===== src/logic/johnson_decade_consts.svh =====
// Constants for the Johnson decade counter: widths, reset values
`ifndef JOHNSON_DECADE_CONSTS_SVH
`define JOHNSON_DECADE_CONSTS_SVH
`define RING_W        5
`define DEC_W         10
`define RING_RST      5'h00
`define DEC_RST       10'h001
`define UPPER_N_RST   1'b1
`define FILT_SHIFT_W  3
`define FILT_SH_RST   3'h0
`endif


===== src/logic/johnson_decade_pkg.sv =====
// State types for the Johnson decade counter and its pin filter
`include "johnson_decade_consts.svh"
package johnson_decade_pkg;
   // Pin filter state: three-stage shift plus accepted level
   typedef struct packed {
      logic [`FILT_SHIFT_W-1:0] sh;
      logic                     lvl;
   } pin_filt_t;
   // Counter state: ring, edge history, registered outputs
   typedef struct packed {
      logic [`RING_W-1:0] ring;
      logic               rise_prev;
      logic               inh_prev;
      logic [`DEC_W-1:0]  dec;
      logic               upper_n;
   } johnson_t;
endpackage


===== src/logic/pin_filter.sv =====
// Three-flop pin synchroniser that accepts a change once stages agree
`timescale 1ns/1ps
`include "johnson_decade_consts.svh"
module pin_filter
   import johnson_decade_pkg::*;
(
   input  wire logic clock,
   input  wire logic rstn,
   input  wire logic pin,
   output logic      level
);
   pin_filt_t st_ff;   // Registered state
   pin_filt_t nxt_st;  // Next state

   // Shift the pin in; update level when stages two and three agree
   always_comb begin
      nxt_st    = st_ff;
      nxt_st.sh = {st_ff.sh[1:0], pin};
      if (st_ff.sh[1] == st_ff.sh[2]) begin
         nxt_st.lvl = st_ff.sh[2];
      end
      if (!rstn) begin
         nxt_st.sh  = `FILT_SH_RST;
         nxt_st.lvl = 1'b0;
      end
   end

   // Register the state
   always_ff @(posedge clock) begin
      st_ff <= nxt_st;
   end

   assign level = st_ff.lvl;
endmodule


===== src/logic/johnson_decade_counter.sv =====
// Five-stage Johnson decade counter with ten decoded outputs
//
// How it works
// RQ1: Five-stage twisted ring, ten states, divide by ten
// RQ2: Ten one-hot decoded outputs, glitch free
// RQ3: Active-low output low in states five to nine
// RQ4: Clear shows state zero and upper output high
// RQ5: Advance on rising edge or falling inhibit edge
// RQ6: Hold on all other clock conditions
// RQ7: Clear acts at once, overrides counting
// RQ8: Decoded output steps n to n+1, wraps
`timescale 1ns/1ps
`include "johnson_decade_consts.svh"
module johnson_decade_counter
   import johnson_decade_pkg::*;
(
   input  wire logic              clock,
   input  wire logic              rstn,
   input  wire logic              count_clock_rising,
   input  wire logic              count_clock_falling_inhibit,
   input  wire logic              async_clear_in,
   output logic [`DEC_W-1:0]      decoded_state_outputs,
   output logic                   upper_half_low_output
);
   johnson_t           st_ff;     // Registered state
   johnson_t           nxt_st;    // Next state
   logic               rise_lvl;  // Filtered rising clock level
   logic               inh_lvl;   // Filtered inhibit clock level
   logic               clr_lvl;   // Filtered clear level
   logic               adv;       // One advance this cycle
   logic [`RING_W-1:0] nxt_ring;  // Ring after this cycle
   logic [`DEC_W-1:0]  nxt_dec;   // Decode of next ring

   // Pin filters for the three outside inputs. Each pin passes three
   // flops and its level is taken only when the last two agree, so a
   // pin edge reaches the counting logic four clocks late and a pulse
   // shorter than about two clocks may be lost
   pin_filter u_rise (
      .clock (clock),
      .rstn  (rstn),
      .pin   (count_clock_rising),
      .level (rise_lvl)
   );
   pin_filter u_inh (
      .clock (clock),
      .rstn  (rstn),
      .pin   (count_clock_falling_inhibit),
      .level (inh_lvl)
   );
   pin_filter u_clr (
      .clock (clock),
      .rstn  (rstn),
      .pin   (async_clear_in),
      .level (clr_lvl)
   );

   // Advance condition from the two clock inputs. Both edge kinds are
   // seen against last cycle's filtered levels; should both appear in
   // one cycle they still give a single advance
   always_comb begin
      adv = (rise_lvl & ~st_ff.rise_prev & ~inh_lvl)   // RQ5
          | (~inh_lvl & st_ff.inh_prev & rise_lvl);    // RQ5
   end

   // Next ring: shift in inverted top stage on advance, clear wins.
   // The filtered clear holds the ring at zero while it stands, so
   // edges seen during a clear are dropped, not stored
   always_comb begin
      nxt_ring = st_ff.ring;                           // RQ6
      if (clr_lvl || !rstn) begin
         nxt_ring = `RING_RST;                         // RQ7
      end else if (adv) begin
         nxt_ring = {st_ff.ring[3:0], ~st_ff.ring[4]}; // RQ1
      end
   end

   // Two-bit decode of each state, one per output. Every output looks
   // at just two adjacent stages, and only one stage moves per advance,
   // so no output can pulse while the ring steps
   genvar k;
   generate
      for (k = 0; k < `DEC_W; k++) begin : g_dec
         if (k == 0) begin : g_z
            assign nxt_dec[k] = ~nxt_ring[0] & ~nxt_ring[4]; // RQ2
         end else if (k < 5) begin : g_lo
            assign nxt_dec[k] = nxt_ring[k-1] & ~nxt_ring[k]; // RQ2
         end else if (k == 5) begin : g_f
            assign nxt_dec[k] = nxt_ring[4] & nxt_ring[0];    // RQ2
         end else begin : g_hi
            assign nxt_dec[k] = ~nxt_ring[k-6] & nxt_ring[k-5]; // RQ2
         end
      end
   endgenerate

   // Fill next state; outputs registered from next ring. Decoding the
   // next ring rather than the current one keeps the outputs in step
   // with the ring instead of one clock behind it
   always_comb begin
      nxt_st           = st_ff;
      nxt_st.ring      = nxt_ring;
      nxt_st.rise_prev = rise_lvl;
      nxt_st.inh_prev  = inh_lvl;
      nxt_st.dec       = nxt_dec;                 // RQ8
      nxt_st.upper_n   = ~nxt_ring[4];            // RQ3
      if (!rstn) begin
         nxt_st.rise_prev = 1'b0;
         nxt_st.inh_prev  = 1'b0;
         nxt_st.dec       = `DEC_RST;
         nxt_st.upper_n   = `UPPER_N_RST;
      end
   end

   // Register the state
   always_ff @(posedge clock) begin
      st_ff <= nxt_st;
   end

   // Raw clear forces the outputs at once, without a clock edge. This
   // path bypasses the filter on purpose; the ring itself follows a few
   // clocks later through the filtered clear
   always_comb begin
      if (async_clear_in) begin
         decoded_state_outputs = `DEC_RST;        // RQ4
         upper_half_low_output = `UPPER_N_RST;    // RQ4
      end else begin
         decoded_state_outputs = st_ff.dec;
         upper_half_low_output = st_ff.upper_n;
      end
   end
endmodule


===== config.mk =====
export PLATFORM = sky130hd
export DESIGN_NAME = johnson_decade_counter
export DESIGN_NICKNAME = d
export VERILOG_FILES = /design/src/logic/johnson_decade_pkg.sv /design/src/logic/pin_filter.sv /design/src/logic/johnson_decade_counter.sv
export VERILOG_INCLUDE_DIRS = /design/src /design/src/logic
export SDC_FILE = /design/constraint.sdc
export NUM_CORES = 1
export LEC_CHECK = 0
export BUFFER_PORTS_ARGS = -buffer_cell sky130_fd_sc_hd__buf_2
export CAP_MARGIN = 20
export CORE_ASPECT_RATIO = 1.5
export CORE_UTILIZATION = 49
export CTS_CLUSTER_DIAMETER = 50
export DETAILED_ROUTE_END_ITERATION = 12
export PLACE_DENSITY = 0.72
export REMOVE_ABC_BUFFERS = 1
export SLEW_MARGIN = 20
export SYNTH_ARGS = -nofsm -noshare
export SYNTH_HDL_FRONTEND = slang
export SYNTH_SLANG_ARGS = --single-unit

===== constraint.sdc =====
create_clock -name clock -period 1.3 [get_ports clock]
set_clock_uncertainty 0.15 [all_clocks]
set_input_delay 0.065 -clock clock [delete_from_list [all_inputs] [get_ports clock]]
set_output_delay 0.065 -clock clock [all_outputs]
set_load 0.02 [all_outputs]

; ---- After elaboration in Yosys (flattened, before gate mapping)
; Cells that the tools add are included.
[word_totals]
output_inout_bits = 11
regBits = 30
word_cells = 43
[op_classes]
eq_ne = 3
mux = 4
bitwise = 23
n_reduce_logical = 2
[op_table]
columns = cell, count
row1 = 1-bit AND, 14
row2 = 10-bit two-way mux, 1
row3 = 5-bit two-way mux, 2
row4 = 1-bit NOT, 8
row5 = 1-bit equality test, 3
row6 = 1-bit zero test, 1
row7 = 1-bit logical OR, 1
row8 = 1-bit two-way mux, 1
row9 = 1-bit OR, 1

; ---- Logic depth before layout (Yosys ltp)
[logic_depth]
word_depth = 8
mapped_depth = 4
mapped_depth_nobuf = 3

; ---- Cells and area by module
; A second synthesis with hierarchy kept.
[unflattened]
cells_unflattened = 113
hier_area_um2 = 1143.6
[by_module_without_submodules]
columns = mod, instances, area_each_um2, cells_each
row1 = johnson_decade_counter, 1, 794.5, 83
row2 = pin_filter, 3, 116.4, 10

; ---- Least setup slack after synthesis
; Ideal clock, no wire load.
[synth_timing]
path_type = reg-to-reg
from = reg st_ff[12] (netlist name)
to = reg st_ff[7] (netlist name)
required_time_ps = 1090
setup_slack_ps = 9
stages_incl_launch_ff = 5
setup_time_ps = 60
arrival_time_ps = 1081
path_buffers = 1
cell_sequence = dfxtp_1 > or2b_1 > buf_6 > a2111oi_4 > a41o_1
[synth_between]
elab_chain_len = 8
[synth_rtl]
columns = element, line_no
row1 = "start, declared", johnson_decade_counter.sv:25  ; johnson_t st_ff;
row2 = "start signal, assigned", johnson_decade_counter.sv:115  ; st_ff <= nxt_st;
row3 = 1-bit NOT (*), johnson_decade_counter.sv:61  ; adv = (rise_lvl & ~st_ff.rise_prev & ~inh_lvl)
row4 = 1-bit AND (*) (2 in a row), johnson_decade_counter.sv:61
row5 = 1-bit OR (*), johnson_decade_counter.sv:62  ; | (~inh_lvl & st_ff.inh_prev & rise_lvl);
row6 = 5-bit two-way mux (*), johnson_decade_counter.sv:72  ; end else if (adv) begin
row7 = 5-bit two-way mux (*), johnson_decade_counter.sv:70  ; if (clr_lvl || !rstn) begin
row8 = 1-bit NOT, johnson_decade_counter.sv:90  ; assign nxt_dec[k] = ~nxt_ring[k-6] & nxt_ring[k-5];
row9 = 1-bit AND (*), johnson_decade_counter.sv:90
; Every way passes the cells marked *; elsewhere a longest branch is shown, timed or not.
; A chain may end at the register's enable or synchronous reset.

; ---- Worst setup path in the final report
[layout_timing]
from = reg u_rise.st_ff (netlist bit u_rise.level)
to = reg st_ff[2] (netlist name)
[layout_between]
elab_chain_len = 7
[layout_rtl]
columns = element, line_no
row1 = "start, declared", pin_filter.sv:12  ; pin_filt_t st_ff;
row2 = "start signal, assigned", pin_filter.sv:30  ; st_ff <= nxt_st;
row3 = 1-bit AND (2 in a row), johnson_decade_counter.sv:61
row4 = 1-bit OR (*), johnson_decade_counter.sv:62
row5 = 5-bit two-way mux (*), johnson_decade_counter.sv:72
row6 = 5-bit two-way mux (*), johnson_decade_counter.sv:70
row7 = 1-bit NOT, johnson_decade_counter.sv:86  ; assign nxt_dec[k] = nxt_ring[k-1] & ~nxt_ring[k];
row8 = 1-bit AND (*), johnson_decade_counter.sv:86
; Marked as above.

==> flow_summary_export.csv <==
group,metric,value,unit
cells_and_area,antenna_cells,0,
cells_and_area,mostFrequentLayoutCells,"dfxtp_1, buf_2, nor2b_1, buf_4, and2_1",
cts,clkLatencyLatePin,0.32,ns
die,rows,21,
cts,cts_tree,"built",
power,p_leak,0.584,nW
drt,vias,918,
run_status,status,"complete, but fails checks",
drt,drc,0,
logic_synthesis,yosysWarnings,0,
sta,rsz0062_at_grt,"true",
logic_synthesis,synth_edf_count,0,
cts,cts_root_buf,"clkbuf_4",
critical_path,crit_buf_inv,1,
global_route,first_global_vias,883,
logic_synthesis,netlist_area,1150,µm²
logic_synthesis,avgSynthCellArea,10.1,µm²
drt,drt-initial-drc-count,19,
drt,ant_nets,0,
logic_synthesis,synth.distinct_cells,33,
critical_path,max_stage_delay,0.50,ns
global_route,grt_usage,19.2,%
hold_path,holdCritPathClass,"in -> reg",
sta,fmax,742,MHz
logic_synthesis,synth_top_area_cell,"dfxtp_1",
die,start_util,51.5,%
critical_path,crit_path_cell_trace,"buf_6 > nand2b_4 > or4_1 > a21oi_2",
sta,hold_violations,0,
critical_path,cp.arrival,1.45,ns
logic_synthesis,ys_top_cells_by_area,"dfxtp_1, nor2b_1, and2_1",
cells_and_area,drive_above_1_share,35.8,%
global_route,grt_max_degree,15,
cts,clockBufferDepth,2,
critical_path,cp_top_family,"simple AND/OR/NAND/NOR gates",
logic_synthesis,async_flop_share,0,%
cts,path_clk_slew,0.09,ns
logic_synthesis,synth-seq-area-share,52.2,%
die,fp.dieArea,2550,µm²
cells_and_area,final_core_util,65.8,%
cts,cts_sinks,30,
logic_synthesis,netlist_instances,114,
global_route,grt_remaining_overflow,0,
sta,setup_violations,6,
cells_and_area,design_area,1470,µm²
power,powerDensity,1050,nW/µm²
die,io_pins,16,
placement,dp_hpwl,1450,µm
sta,tightest_slew,0.439,ns
placement,place.gp.congestion,0.921,
sta,period_share,104,%
logic_synthesis,ys_seq_elements,30,
critical_path,path_max_fanout,4,
global_route,grt_first_pass_wirelength,3590,µm
drt,wl,2170,µm
critical_path,critPathLaunchType,"flip-flop",
cells_and_area,n_fill_cell,194,
sta,drv_slew,0,
logic_synthesis,yosysTopAreaCellShare,52.2,%
cts,htree_levels,2,
global_route,grt_util_met3,5.28,%
cells_and_area,area_delta_synth_final,27.6,%
run_status,violations,"setup timing",
critical_path,slowest_stage,"or4_1",
global_route,antenna_found_initial,0,
placement,placed_cell_area,1300,µm²
placement,io_buffers,15,
global_route,grt_util_met1,17.4,%
global_route,grt_busiest_layer,"met2",
cells_and_area,final_nets,152,
cts,numCtsBuffers,5,
drt,firstDrtPassIters,4,
drt,vias_per_cell,5.37,
drt,post_drt_wl_per_cell,12.7,µm
run,max_cap_viol_count,0,
die,die-height,61.4,µm
power,ir_drop,947,µV
sta,period_minus_slack,1.35,ns
die,core_area,2230,µm²
cells_and_area,multi_input_comb_area,543,µm²
logic_synthesis,synth_ff_type,"dfxtp_1",
cells_and_area,mostFrequentLayoutCell,"dfxtp_1",
sta,worst_slack,-0.0472,ns
die,die_w,41.6,µm
critical_path,crit_path_end_kind,"flip-flop",
sta,relSlewSlack,70.4,%
critical_path,required,1.40,ns
cells_and_area,seq_area,603,µm²
global_route,gr-usage-met2,36.4,%
critical_path,path_class,"reg -> reg",
-- Yosys cell counts (all sizes together) (2+ instances only) --
library cell / n
clkbuf: 3
nand2b: 4
buf: 3
o32ai: 2
nand3: 5
and2b: 2
o21ai: 9
nor2b: 12
dfxtp: 30
or2: 2
nand2: 4
a21boi: 3
and2: 11
a21oi: 7
o22ai: 2
-- through the flow --
step | total power [mW] | hold slack, ns | instances | TNS (ns) | setup WS [ns]
2_1_floorplan | 0.977 | 0.0367 | 108 | -0.0377 | -0.0260
3_3_place_gp | 1.01 | 0.123 | 156 | -0.188 | -0.0506
3_5_place_dp | 1.01 | 0.126 | 156 | -0.596 | -0.0868
4_1_cts | 1.56 | 0.00121 | 170 | -0.138 | -0.0506
5_1_grt | 1.62 | 0.0279 | 171 | -0.902 | -0.142
6_report | 1.55 | 0.00630 | 171 | -0.169 | -0.0472
-- kinds of logic (layout without fill, tap and decap cells) --
kind of cell,after synthesis,in the layout,synth area share [%]
AND/OR/NAND/NOR,46,46,24.9
AO/OA/AOI/OAI,31,31,19.0
buffers and inverters,7,41,3.91
flip-flops,30,30,52.2
-- worst reg2reg max path, stage by stage, from the launching register on --
cell	delay, ns
dfxtp_2	0.35
buf_6	0.10
nand2b_4	0.06
or4_1	0.50
a21oi_2	0.13
-- worst paths after layout --
kind | from | slack, ns | cells past startpoint | to
worst max register to register | u_rise.level | -0.05 | 4 | st_ff[2]
worst min-delay path | rstn | 0.006 | 3 | st_ff[11]
worst max-delay path | u_rise.level | -0.05 | 4 | st_ff[2]
worst min register to register | u_rise.st_ff[1] | 0.30 | 1 | u_rise.st_ff[2]
-- routing by layer --
metal  routed length (µm)  up-vias
met5                    0        -
met4                   77        0
met3                   85       10
met2                 1170       30
met1                  834      415
li1                     -      463
-- registers in the layout, indices dropped and copies added (netlist names) --
signal        cells
st_ff            18
u_clr.st_ff       3
u_inh.st_ff       3
u_rise.st_ff      3
u_clr.level       1
u_inh.level       1
u_rise.level      1
-- what timing repair did --
item | 4_1_cts | 5_1_grt
gates resized for setup | 8 | 10
buffers inserted | 3 | 1
endpoints found under the setup margin | 15 | 16
pin swaps | 0 | 1
gates cloned | 0 | 0
hold endpoints to repair | 3 | 0
hold buffers | 3 | 0
-- where the power goes --
| part | switching [mW] | total [mW] | leakage [nW] | internal (mW) |
|---|---|---|---|---|
| registers | 0.00424 | 0.934 | 0.244 | 0.930 |
| clock network | 0.287 | 0.548 | 0.0353 | 0.262 |
| logic | 0.0324 | 0.0630 | 0.304 | 0.0306 |
-- layout make-up --
type / count / area share, %
Multi-Input combinational cell: 77 / 37.0
Clock inverter: 1 / 0.341
Tap cell: 23 / 1.96
Timing Repair Buffer: 32 / 15.7
Clock buffer: 7 / 3.75
Inverter: 1 / 0.256
Sequential cell: 30 / 41.1
No activity file was read; power rests on OpenSTA's default activity.
